`src/common/oom_params.svh`:
```
// Offsets, field positions, reset values and selector codes of the observation mux
`ifndef OOM_PARAMS_SVH
`define OOM_PARAMS_SVH

// Serial frame layout: one direction bit, six address bits, 24 data bits
`define OOM_ADDR_W 6
`define OOM_DATA_W 24
`define OOM_FRAME_W 5'd31
`define OOM_HEAD_W 5'd7

// Register offsets
`define OOM_OFS_FRAC 6'h0C
`define OOM_OFS_AUX_A 6'h18
`define OOM_OFS_AUX_B 6'h19
`define OOM_OFS_VIEW 6'h1B
`define OOM_OFS_STATUS 6'h1F

// Reset value of every writable register
`define OOM_REG_RESET 24'h000000

// Field positions of the view configuration register
`define OOM_SEL_MSB 3
`define OOM_SEL_LSB 0
`define OOM_DATA0_MSB 6
`define OOM_DATA0_LSB 4

// Field positions of the auxiliary clock registers
`define OOM_AUX_RING_BIT 0
`define OOM_AUX_XTAL_BIT 0
`define OOM_AUX_DLY_MSB 3
`define OOM_AUX_DLY_LSB 2
`define OOM_AUX_DIV_MSB 6
`define OOM_AUX_DIV_LSB 4
`define OOM_AUX_DIV_BYPASS 3'h7
`define OOM_AUX_DLY_STAGES 3

// Status register bit
`define OOM_STAT_PULLIN_BIT 0

// Selector codes
`define OOM_VIEW_DATA 4'h0
`define OOM_VIEW_PATHS 4'h1
`define OOM_VIEW_LOCKWIN 4'h2
`define OOM_VIEW_SLIP 4'h3
`define OOM_VIEW_FRAC 4'h4
`define OOM_VIEW_ACCUM 4'h6
`define OOM_VIEW_AUX 4'h7
`define OOM_VIEW_DSMOUT 4'hA

`endif

```
`src/common/oom_pkg.sv`:
```
// Types shared by the observation mux design
package oom_pkg;
    typedef logic [23:0] oom_word_t;
    typedef logic [5:0] oom_addr_t;
    typedef enum logic [1:0] {OOM_SER_IDLE, OOM_SER_SHIFT, OOM_SER_DONE} oom_ser_state_t;
endpackage : oom_pkg

```
`src/logic/oom_aux_clock.sv`:
```
// Auxiliary clock source select, even divider and delay line
`timescale 1ns/1ps
`include "oom_params.svh"
module oom_aux_clock
    import oom_pkg::*;
(
    // Clock and reset
    input wire logic clk_sys,
    input wire logic reset_n,
    // Control words
    input wire oom_word_t aux_ctrl_a,
    input wire oom_word_t aux_ctrl_b,
    // Candidate sources
    input wire logic vco_clk_in,
    input wire logic xtal_clk_in,
    input wire logic ring_osc_in,
    // Result
    output logic aux_clk
);
    logic src;
    logic src_prev_reg, src_prev_next;
    logic [2:0] cnt_reg, cnt_next;
    logic div_reg, div_next;
    logic [`OOM_AUX_DLY_STAGES-1:0] dly_reg, dly_next;
    logic aux_next;
    logic [2:0] div_code;
    logic [1:0] dly_sel;

    assign div_code = aux_ctrl_a[`OOM_AUX_DIV_MSB:`OOM_AUX_DIV_LSB];
    assign dly_sel = aux_ctrl_a[`OOM_AUX_DLY_MSB:`OOM_AUX_DLY_LSB];

    ////////////////////////////////////////////////////////////////////////
    // Delay line stages
    assign dly_next[0] = div_reg;
    genvar gi;
    generate
        for (gi = 1; gi < `OOM_AUX_DLY_STAGES; gi++) begin : g_dly
            assign dly_next[gi] = dly_reg[gi-1];
        end
    endgenerate

    // Source pick, divide by 2*(code+1) on source rising edges, delay tap
    always_comb begin
        src = aux_ctrl_a[`OOM_AUX_RING_BIT] ? ring_osc_in :
              (aux_ctrl_b[`OOM_AUX_XTAL_BIT] ? xtal_clk_in : vco_clk_in);
        src_prev_next = src;
        cnt_next = cnt_reg;
        div_next = div_reg;
        if (div_code == `OOM_AUX_DIV_BYPASS) begin
            div_next = src;
            cnt_next = 3'h0;
        end else if (src && !src_prev_reg) begin
            if (cnt_reg >= div_code) begin
                cnt_next = 3'h0;
                div_next = !div_reg;
            end else begin
                cnt_next = cnt_reg + 3'h1;
            end
        end
        // Tap zero skips the line entirely
        if (dly_sel == 2'h0) begin
            aux_next = div_reg;
        end else begin
            aux_next = dly_reg[dly_sel - 2'h1];
        end
    end

    always_ff @(posedge clk_sys or negedge reset_n) begin
        if (!reset_n) begin
            src_prev_reg <= 1'b0;
            cnt_reg <= 3'h0;
            div_reg <= 1'b0;
            dly_reg <= '0;
            aux_clk <= 1'b0;
        end else begin
            src_prev_reg <= src_prev_next;
            cnt_reg <= cnt_next;
            div_reg <= div_next;
            dly_reg <= dly_next;
            aux_clk <= aux_next;
        end
    end
endmodule : oom_aux_clock

```
`src/logic/oom_view_mux.sv`:
```
// Three-pin observation output mux with its serial register port
//
// Overview of operation
// - Code 3 shows slip indicators and strobe
// - Slip indicators active only during pull-in
// - Max-gain strobe holds from change until lock
// - Fraction write yields synchronized modulator update strobe
// - Code 4 shows strobe, ref divider, sine
// - Code 6 shows accumulator top three bits
// - Code 7 shows aux, ring, modulator clocks
// - Aux source chosen by two control registers
// - Aux delay chosen by two-bit field
// - Aux divide by even ratio 2..14
// - Code 10 shows modulator output low bits
// - Code 0 shows static three-bit data
// - Code 1 shows crystal, ref divider, prescaler
// - Code 2 shows lock window, up, down
`timescale 1ns/1ps
`include "oom_params.svh"
module oom_view_mux
    import oom_pkg::*;
(
    // Clock and reset
    input wire logic clk_sys,
    input wire logic reset_n,
    // Serial register port
    input wire logic ser_clk,
    input wire logic ser_en,
    input wire logic ser_din,
    output logic ser_dout,
    // Phase detector and lock status
    input wire logic ref_faster,
    input wire logic vco_faster,
    input wire logic lock_detect_in,
    input wire logic lock_window,
    input wire logic pfd_up,
    input wire logic pfd_dn,
    // Reference and prescaler paths
    input wire logic xtal_buf,
    input wire logic sine_ref,
    input wire logic ref_div_out,
    input wire logic vco_presc_out,
    // Modulator taps and clocks
    input wire logic [2:0] dsm_acc_msbs,
    input wire logic [2:0] dsm_out_lsbs,
    input wire logic dsm_clk,
    input wire logic vco_clk_in,
    input wire logic xtal_clk_in,
    input wire logic ring_osc_in,
    // Modulator update strobe
    output logic frac_update_strobe,
    // Probe pins
    output logic probe_pin_one,
    output logic probe_pin_two,
    output logic probe_pin_three
);
    oom_ser_state_t ser_state_reg, ser_state_next;
    logic ser_clk_prev_reg;
    logic [4:0] bit_cnt_reg, bit_cnt_next;
    logic [29:0] shift_reg, shift_next;
    oom_word_t rd_shift_reg, rd_shift_next;
    logic ser_dout_next;
    logic wr_commit;
    oom_addr_t wr_addr;
    oom_word_t wr_data;
    oom_word_t aux_a_reg, aux_a_next;
    oom_word_t aux_b_reg, aux_b_next;
    oom_word_t view_reg, view_next;
    logic strobe_next;
    logic pullin_reg, pullin_next;
    logic [2:0] pins_next;
    logic aux_clk;
    logic [3:0] view_sel;

    assign view_sel = view_reg[`OOM_SEL_MSB:`OOM_SEL_LSB];

    // Address match, shared by write decode and read-back
    function automatic logic addr_hit(input oom_addr_t a, input oom_addr_t ofs);
        return a == ofs;
    endfunction : addr_hit

    // Read-back data; unmapped addresses read zero
    function automatic oom_word_t read_word(input oom_addr_t a, input oom_word_t ra,
                                            input oom_word_t rb, input oom_word_t rv,
                                            input logic pull);
        oom_word_t w;
        w = '0;
        if (addr_hit(a, `OOM_OFS_AUX_A)) begin
            w = ra;
        end else if (addr_hit(a, `OOM_OFS_AUX_B)) begin
            w = rb;
        end else if (addr_hit(a, `OOM_OFS_VIEW)) begin
            w = rv;
        end else if (addr_hit(a, `OOM_OFS_STATUS)) begin
            w[`OOM_STAT_PULLIN_BIT] = pull;
        end
        return w;
    endfunction : read_word

    ////////////////////////////////////////////////////////////////////////
    // Serial port: bits taken on each sampled rising edge of ser_clk
    always_comb begin
        ser_state_next = ser_state_reg;
        bit_cnt_next = bit_cnt_reg;
        shift_next = shift_reg;
        rd_shift_next = rd_shift_reg;
        wr_commit = 1'b0;
        wr_addr = shift_reg[28:23];
        wr_data = {shift_reg[22:0], ser_din};
        if (!ser_en) begin
            // Dropping enable abandons a partial frame with no write
            ser_state_next = OOM_SER_IDLE;
            bit_cnt_next = 5'd0;
        end else if (ser_state_reg == OOM_SER_DONE) begin
            ser_state_next = OOM_SER_DONE;
        end else if (ser_clk && !ser_clk_prev_reg) begin
            ser_state_next = OOM_SER_SHIFT;
            shift_next = {shift_reg[28:0], ser_din};
            bit_cnt_next = bit_cnt_reg + 5'd1;
            rd_shift_next = {rd_shift_reg[22:0], 1'b0};
            if (bit_cnt_reg == `OOM_HEAD_W - 5'd1 && !shift_reg[5]) begin
                rd_shift_next = read_word({shift_reg[4:0], ser_din}, aux_a_reg, aux_b_reg,
                                          view_reg, pullin_reg);
            end
            if (bit_cnt_reg == `OOM_FRAME_W - 5'd1) begin
                ser_state_next = OOM_SER_DONE;
                wr_commit = shift_reg[29];
            end
        end
        ser_dout_next = rd_shift_next[23];
    end

    // Register writes
    always_comb begin
        aux_a_next = aux_a_reg;
        aux_b_next = aux_b_reg;
        view_next = view_reg;
        if (wr_commit) begin
            if (addr_hit(wr_addr, `OOM_OFS_AUX_A)) begin
                aux_a_next = wr_data;
            end else if (addr_hit(wr_addr, `OOM_OFS_AUX_B)) begin
                aux_b_next = wr_data;
            end else if (addr_hit(wr_addr, `OOM_OFS_VIEW)) begin
                view_next = wr_data;
            end
        end
    end

    ////////////////////////////////////////////////////////////////////////
    // Update strobe and pull-in tracking
    always_comb begin
        strobe_next = wr_commit && addr_hit(wr_addr, `OOM_OFS_FRAC);
        // A new frequency command wins over a lock seen in the same cycle
        if (frac_update_strobe) begin
            pullin_next = 1'b1;
        end else if (lock_detect_in) begin
            pullin_next = 1'b0;
        end else begin
            pullin_next = pullin_reg;
        end
    end

    ////////////////////////////////////////////////////////////////////////
    // Auxiliary clock generator
    oom_aux_clock u_aux_clock (
        .clk_sys(clk_sys),
        .reset_n(reset_n),
        .aux_ctrl_a(aux_a_reg),
        .aux_ctrl_b(aux_b_reg),
        .vco_clk_in(vco_clk_in),
        .xtal_clk_in(xtal_clk_in),
        .ring_osc_in(ring_osc_in),
        .aux_clk(aux_clk)
    );

    ////////////////////////////////////////////////////////////////////////
    // Pin selection, ordered {three, two, one}
    always_comb begin
        case (view_sel)
            `OOM_VIEW_DATA: pins_next = view_reg[`OOM_DATA0_MSB:`OOM_DATA0_LSB];
            `OOM_VIEW_PATHS: pins_next = {xtal_buf, ref_div_out, vco_presc_out};
            `OOM_VIEW_LOCKWIN: pins_next = {pfd_up, pfd_dn, lock_window};
            `OOM_VIEW_SLIP: begin
                // Indicators gated so they only move during pull-in
                pins_next = {ref_faster && pullin_reg, vco_faster && pullin_reg, pullin_reg};
            end
            `OOM_VIEW_FRAC: pins_next = {sine_ref, ref_div_out, frac_update_strobe};
            `OOM_VIEW_ACCUM: pins_next = dsm_acc_msbs;
            `OOM_VIEW_AUX: pins_next = {aux_clk, ring_osc_in, dsm_clk};
            `OOM_VIEW_DSMOUT: pins_next = dsm_out_lsbs;
            default: pins_next = 3'h0;
        endcase
    end

    ////////////////////////////////////////////////////////////////////////
    // State registers; pins retimed so a selector change cannot glitch them
    always_ff @(posedge clk_sys or negedge reset_n) begin
        if (!reset_n) begin
            ser_state_reg <= OOM_SER_IDLE;
            ser_clk_prev_reg <= 1'b0;
            bit_cnt_reg <= 5'd0;
            shift_reg <= '0;
            rd_shift_reg <= '0;
            ser_dout <= 1'b0;
            aux_a_reg <= `OOM_REG_RESET;
            aux_b_reg <= `OOM_REG_RESET;
            view_reg <= `OOM_REG_RESET;
            frac_update_strobe <= 1'b0;
            pullin_reg <= 1'b0;
            {probe_pin_three, probe_pin_two, probe_pin_one} <= 3'h0;
        end else begin
            ser_state_reg <= ser_state_next;
            ser_clk_prev_reg <= ser_clk;
            bit_cnt_reg <= bit_cnt_next;
            shift_reg <= shift_next;
            rd_shift_reg <= rd_shift_next;
            ser_dout <= ser_dout_next;
            aux_a_reg <= aux_a_next;
            aux_b_reg <= aux_b_next;
            view_reg <= view_next;
            frac_update_strobe <= strobe_next;
            pullin_reg <= pullin_next;
            {probe_pin_three, probe_pin_two, probe_pin_one} <= pins_next;
        end
    end
endmodule : oom_view_mux

```
`config.mk`:
```
export PLATFORM = sky130hd
export DESIGN_NAME = oom_view_mux
export DESIGN_NICKNAME = d
export VERILOG_FILES = /design/src/common/oom_pkg.sv /design/src/logic/oom_aux_clock.sv /design/src/logic/oom_view_mux.sv
export VERILOG_INCLUDE_DIRS = /design/src /design/src/common
export SDC_FILE = /design/constraint.sdc
export NUM_CORES = 1
export LEC_CHECK = 0
export ABC_AREA = 1
export BUFFER_PORTS_ARGS = -buffer_cell sky130_fd_sc_hd__buf_2
export CAP_MARGIN = 40
export CORE_MARGIN = 5
export CORE_UTILIZATION = 55
export CTS_CLUSTER_SIZE = 28
export DETAILED_ROUTE_END_ITERATION = 16
export PLACE_DENSITY_LB_ADDON = 0.2
export SLEW_MARGIN = 20
export SYNTH_ARGS = -nofsm -noshare
export SYNTH_HDL_FRONTEND = slang
export SYNTH_SLANG_ARGS = --single-unit
```
`constraint.sdc`:
```
create_clock -name clk_sys -period 2.1 [get_ports clk_sys]
set_input_delay 0.21 -clock clk_sys [delete_from_list [all_inputs] [get_ports clk_sys]]
set_output_delay 0.21 -clock clk_sys [all_outputs]
set_load 0.1 [all_outputs]
```
==> After elaboration in Yosys (flattened, before gate mapping) <==
Cells that the tools add are included.
{ "word_totals": {"wordCells": 101, "rom_bits": 0, "inputBits": 25, "latch_bits": 0, "reg_bits": 148, "n_memories": 0, "output_inout_bits": 5, "mem_bits_rw": 0} }
{ "classes": {"n_eq_ne": 22, "muxes": 31, "n_div": 0, "n_reduce_logical": 21, "multipliers": 0, "n_bitwise": 3, "add_sub_neg": 3, "magnitude_cmp": 2, "n_shift": 0} }
{ "ops": {"columns": ["op", "count"], "rows": [
  ["$mux W24", 3],
  ["$eq A6 B5 Y1 const B", 7],
  ["$pmux W3 S8", 1],
  ["$mux W23", 1],
  ["$mux W1", 15],
  ["$mux W5", 3],
  ["$eq A4 B3 Y1 const B", 3],
  ["$mux W3", 3],
  ["$eq A4 B2 Y1 const B", 2],
  ["$mux W2", 4],
  ["$eq A6 B4 Y1 const B", 1],
  ["$logic_and A1 B1 Y1", 6],
  ["$reduce_and A2 Y1", 3],
  ["$reduce_and A3 Y1", 2],
  ["$reduce_bool A2 Y1", 3],
  ["$add A5 B1 Y5 const B", 1],
  ["$eq A5 B3 Y1 const B", 1],
  ["$eq A5 B5 Y1 const B", 1],
  ["$eq A4 B1 Y1 const B", 1],
  ["$eq A4 B4 Y1 const B", 1],
  ["$logic_not A1 Y1", 4],
  ["$logic_not A4 Y1", 1],
  ["$reduce_and A4 Y1", 1],
  ["$add A3 B1 Y3 const B", 1],
  ["other kinds (11)", 13]
]} }

==> Longest topological paths before layout <==
{ "depth": {"word_depth": 6, "depth_mapped": 11, "depth_no_buf": 9} }

==> Cells and area by module <==
Synthesis repeated with hierarchy kept, for this count alone.
{ "unflattened": {"cells_unflattened": 817, "area_unflattened_um2": 6896.6} }
{ "by_module_without_submodules": {"columns": ["module", "cells_per_inst", "seq_area_each_um2", "area_per_inst_um2", "instances"], "rows": [
  ["oom_view_mux", 753, 3478.3, 6352.3, 1],
  ["oom_aux_clock", 64, 225.2, 544.3, 1]
]} }

==> Least setup slack after synthesis <==
Ideal clock, no wire load.
{ "synth_timing": {"path_type": "flip-flop to flip-flop", "from": "register bit_cnt_reg[0]", "to": "register aux_b_reg[23]", "synth_period_minus_slack_ns": 1.555, "path_buffers": 2, "required_ns": 1.978, "setup_time_ns": 0.122, "stages_incl_launch_ff": 12, "t_arrival_ns": 1.433, "slack_ns": 0.545, "path_cell_list": "dfrtp_1 > inv_1 > ha_1 > nand3_2 > nor2_4 > nand2_2 > nor2_4 > nand3_2 > buf_6 > buf_6 > nand2_1 > o21ai_1"} }
{ "synth_via": {"elab_chain_cells": 6} }
{ "synth_rtl": {"columns": ["element", "line_no", "source"], "rows": [
  ["start: declaration", "oom_view_mux.sv:59", "logic [4:0] bit_cnt_reg, bit_cnt_next;"],
  ["start signal: assignment", "oom_view_mux.sv:214", "bit_cnt_reg <= bit_cnt_next;"],
  ["$eq A5 B5 Y1", "oom_view_mux.sv:125", "if (bit_cnt_reg == `OOM_FRAME_W - 5'd1) begin"],
  ["$mux W1", "oom_view_mux.sv:125", null],
  ["$mux W1", "oom_view_mux.sv:116", "end else if (ser_clk && !ser_clk_prev_reg) begin"],
  ["$mux W1", "oom_view_mux.sv:114", "end else if (ser_state_reg == OOM_SER_DONE) begin"],
  ["$mux W1", "oom_view_mux.sv:110", "if (!ser_en) begin"],
  ["$reduce_and A3 Y1 (no source line)", null, null],
  ["end signal: assignment", "oom_view_mux.sv:206", "aux_b_reg <= `OOM_REG_RESET;"],
  ["end signal: assignment", "oom_view_mux.sv:219", "aux_b_reg <= aux_b_next;"],
  ["end: declaration", "oom_view_mux.sv:67", "oom_word_t aux_b_reg, aux_b_next;"]
]} }
No other way between the ends.
A chain may end at the register's enable or synchronous reset.

==> Final worst setup path <==
{ "layout_timing": {"from": "register ser_state_reg[1]", "to": "register rd_shift_reg[15]"} }
{ "layout_via": {"elab_chain_cells": 3} }
{ "layout_rtl": {"columns": ["element", "line_no", "source"], "rows": [
  ["start: declaration", "oom_view_mux.sv:57", "oom_ser_state_t ser_state_reg, ser_state_next;"],
  ["start signal: assignment", "oom_view_mux.sv:212", "ser_state_reg <= ser_state_next;"],
  ["$eq A2 B2 Y1", "oom_view_mux.sv:114", null],
  ["$not A1 Y1 (no source line)", null, null],
  ["$reduce_and A3 Y1 (no source line)", null, null],
  ["end signal: assignment", "oom_view_mux.sv:216", "rd_shift_reg <= rd_shift_next;"],
  ["end: declaration", "oom_view_mux.sv:61", "oom_word_t rd_shift_reg, rd_shift_next;"]
]} }
No other way between the ends.

==> run summary <==
Most frequent cells after synthesis -> sky130_fd_sc_hd__nand2_1 (201), sky130_fd_sc_hd__dfrtp_1 (148), sky130_fd_sc_hd__nor2_1 (85), sky130_fd_sc_hd__o21ai_0 (64), sky130_fd_sc_hd__inv_1 (62)
CORE AREA -> 12100 µm²
Final Hold Viols -> 0
Final setup fails -> 0
Largest cells by area after synthesis -> sky130_fd_sc_hd__dfrtp_1 (54%), sky130_fd_sc_hd__nand2_1 (11%), sky130_fd_sc_hd__o21ai_0 (4.7%)
Final total negative setup slack -> 0 ns
Hold-fix buffers at CTS -> 3
Worst-case setup margin in the final layout -> 0.203 ns
Final-stage net count -> 875
Power density of the placed cells -> 871 nW/µm²
Critical register-to-register path endpoint -> rd_shift_reg[15]
Inst Count DP -> 989
Slowest stage cell on the critical path -> sky130_fd_sc_hd__inv_1
Worst Reg2Reg Path Length in Cells -> 6
Setup slack on the worst flop-to-flop path -> 0.20 ns
Number of pins with negative max-slew slack in the final report -> 0
Data required time of the critical path -> 2.44 ns
Transition at the pin with the smallest max-transition slack -> 0.516 ns
Netlist area before placement -> 6860 µm²
Die Span X -> 122 µm
CTS H-Tree Depth -> 4
Clk_lat worst skew -> 0.42 ns
Minimum period implied by the final worst setup slack -> 1.90 ns
Wire length of the first global-routing pass -> 27500 µm
Maximum root-to-sink buffer count -> 2
Syn Inst Count -> 817
Length of the first detailed-routing pass in iterations -> 5
TritonCTS sink count -> 148
Mean area per synthesized cell -> 8.39 µm²
Max_slew headroom -> 65.6%
Total DRC errors in the routed layout -> 0
Portion of the post-synthesis area used by sequential elements -> 54.0%
End point of the worst hold path -> probe_pin_three
Number of violations of the max-capacitance limit -> 0
Startpoint of the lowest-slack register-to-register path -> ser_state_reg[1]
Number of antenna diodes -> 0
Start-to-end type of the worst setup path -> reg2reg
Largest net degree at the start of global routing -> 73
Clock tree from TritonCTS -> yes
Area share of the largest cell type after synthesis -> 54.0%
Die area -> 14800 µm²
Sort of element at the start of the critical path -> register
Number of warnings issued by yosys -> 0
Total Routing Usage GR -> 23.4%
Post-layout utilization of the core -> 63.9%
Total number of vias -> 5671
Aggregate global routing overflow -> 0
Yosys reg bits -> 148
Initial cell density of the core -> 56.6%
Vias in the first global route -> 5502
Outcome -> complete, no violations
Arr. time, crit path -> 2.24 ns
Filler Cell Count -> 1016
Proportion of register bits with asynchronous set or reset after synthesis -> 100%
Initial antenna violation count -> 0
Summed area of non-filler cells in the final layout -> 7730 µm²
Pre-CTS worst setup slack -> 0.247 ns
Synthesis-to-layout area growth -> 12.8%
Most used flip-flop cell after synthesis -> sky130_fd_sc_hd__dfrtp_1
Yosys top cell by area -> sky130_fd_sc_hd__dfrtp_1
CP max FO -> 22
Clk slew on worst S/H paths -> 0.06 ns
Post-synthesis net count -> 849
Number of distinct library cell variants in the gate-level netlist after synthesis -> 32
Routability-driven placement congestion ratio -> 0.859
Leakage dissipation -> 0.00357 µW
Via count normalized by instance count -> 5.54
Unrepaired setup endpoints after global routing -> false
CTS buffer count -> 17
Hold path startpoint -> ref_faster
Flip-flop count of the largest register, all copies and words added -> 30
Cell with the most instances after synthesis -> sky130_fd_sc_hd__nand2_1
Area after DPL -> 7120 µm²
Period utilisation layout -> 90.4%
F_max -> 527 MHz
Starting DRC count in detailed routing -> 548
Vertical extent of the die -> 122 µm
Category of the worst setup path capture point -> register
Number of I/O port buffers -> 29
Cell row count -> 40
Average wire per cell in the routed design -> 15.5 µm
Post-cts repair resize count -> 0
Worst Clk Skew -> 0.00668 ns
Root Buffer -> sky130_fd_sc_hd__clkbuf_16
Number of stages on the worst hold path -> 3
Fraction of layout cells with a size suffix above 1 -> 11.3%
Number of enable flip-flop cells after synthesis -> 0
Total length of routed wires -> 15900 µm
Type of the tightest min-delay check -> in2reg
Post-CTS Setup Repair Bufs -> 0
Num ports -> 30
Largest stage delay, worst path -> 0.49 ns
Filler-free cell count of the finished design -> 1024
Half-perimeter wire length of the detailed placement result -> 9980 µm
Count of antenna-violating nets left after detailed routing -> 0
Cells along the critical path -> nand2_1 -> nand4_4 -> inv_1 -> buf_4 -> nor2_1 -> a21oi_1
Worst ir drop on vdd -> 0.629 mV
-- routing by layer --
| metal | global-route usage (%) | routed length (µm) | share of wire, % | vias to the layer above |
|---|---|---|---|---|
| met4 | 7.70 | 202 | 1.3 | 0 |
| met5 | 0 | 0 | 0 | - |
| met2 | 36.8 | 7610 | 48 | 156 |
| li1 | - | - | - | 2740 |
| met3 | 4.50 | 830 | 5.2 | 18 |
| met1 | 33.0 | 7250 | 46 | 2757 |
-- stage by stage --
stage	hold slack, ns	total power (µW)
after floorplan	-0.0856	3540
after global placement	0.0440	3770
after detailed placement	0.0449	3790
after CTS	0.00854	6780
after global routing	0.0426	7010
final	0.0264	6740
-- worst max-delay path: cells and delay by family, from the launching register on --
kind | cells | cell delay (ns)
buffers and inverters | 2 | 0.79
and+or+nand+nor | 3 | 0.51
DFF | 1 | 0.38
AOI/OAI and AO/OA | 1 | 0.13
-- worst max path at each step --
| stage | start | endpoint | slack, ns |
|---|---|---|---|
| after floorplan | bit_cnt_reg[0] | aux_b_reg[23] | 0.54 |
| after global placement | ser_state_reg[1] | rd_shift_reg[8] | 0.31 |
| after detailed placement | ser_state_reg[1] | rd_shift_reg[23] | 0.25 |
| after CTS | ser_state_reg[1] | rd_shift_reg[23] | 0.23 |
| after global routing | ser_state_reg[1] | rd_shift_reg[21] | 0.002 |
| final | ser_state_reg[1] | rd_shift_reg[15] | 0.20 |
-- power by group --
group          internal [µW]  switching, µW
registers               3030            113
logic                    168            441
clock network           1800           1180
total                   5000           1730
-- placed cells by master (no fill, tap or decap), types with 2 or more instances in the layout --
cell type / instances
sky130_fd_sc_hd__o21ai_0: 64
sky130_fd_sc_hd__buf_12: 2
sky130_fd_sc_hd__o21ai_1: 51
sky130_fd_sc_hd__buf_2: 28
sky130_fd_sc_hd__buf_4: 16
sky130_fd_sc_hd__clkbuf_16: 17
sky130_fd_sc_hd__nor2_2: 4
sky130_fd_sc_hd__dlygate4sd3_1: 3
sky130_fd_sc_hd__ha_1: 7
sky130_fd_sc_hd__nand3_2: 3
sky130_fd_sc_hd__nand2_2: 2
sky130_fd_sc_hd__bufinv_16: 2
sky130_fd_sc_hd__o211ai_1: 21
sky130_fd_sc_hd__nor2_1: 85
sky130_fd_sc_hd__o21ai_2: 4
sky130_fd_sc_hd__nand4_1: 4
sky130_fd_sc_hd__nand3_1: 52
sky130_fd_sc_hd__nor2_4: 2
sky130_fd_sc_hd__nand2_1: 201
sky130_fd_sc_hd__clkinvlp_4: 4
sky130_fd_sc_hd__dfrtp_1: 148
sky130_fd_sc_hd__inv_1: 62
sky130_fd_sc_hd__nand3b_1: 2
sky130_fd_sc_hd__nor3_1: 8
sky130_fd_sc_hd__clkinv_2: 5
sky130_fd_sc_hd__a21oi_1: 44
sky130_fd_sc_hd__clkbuf_8: 2
-- layout make-up --
cell class,instances,area (µm²),area share [%]
well taps,168,210,2.72
repair buffers,50,342,4.42
clock buffers,19,453,5.86
multi-input cells,563,2660,34.4
flip-flops and latches,148,3700,47.9
clock inverters,13,133,1.71
inverters,63,236,3.06
-- cell families after synthesis --
family	synth area share, %
AND/OR/NAND/NOR	22.5
flip-flops	54.0
buffers and inverters	7.21
AO/OA/AOI/OAI	14.8
XOR/XNOR	0.128
adder cells (fa/ha/maj)	1.28
Note: power is estimated with default switching activity, not from simulation.
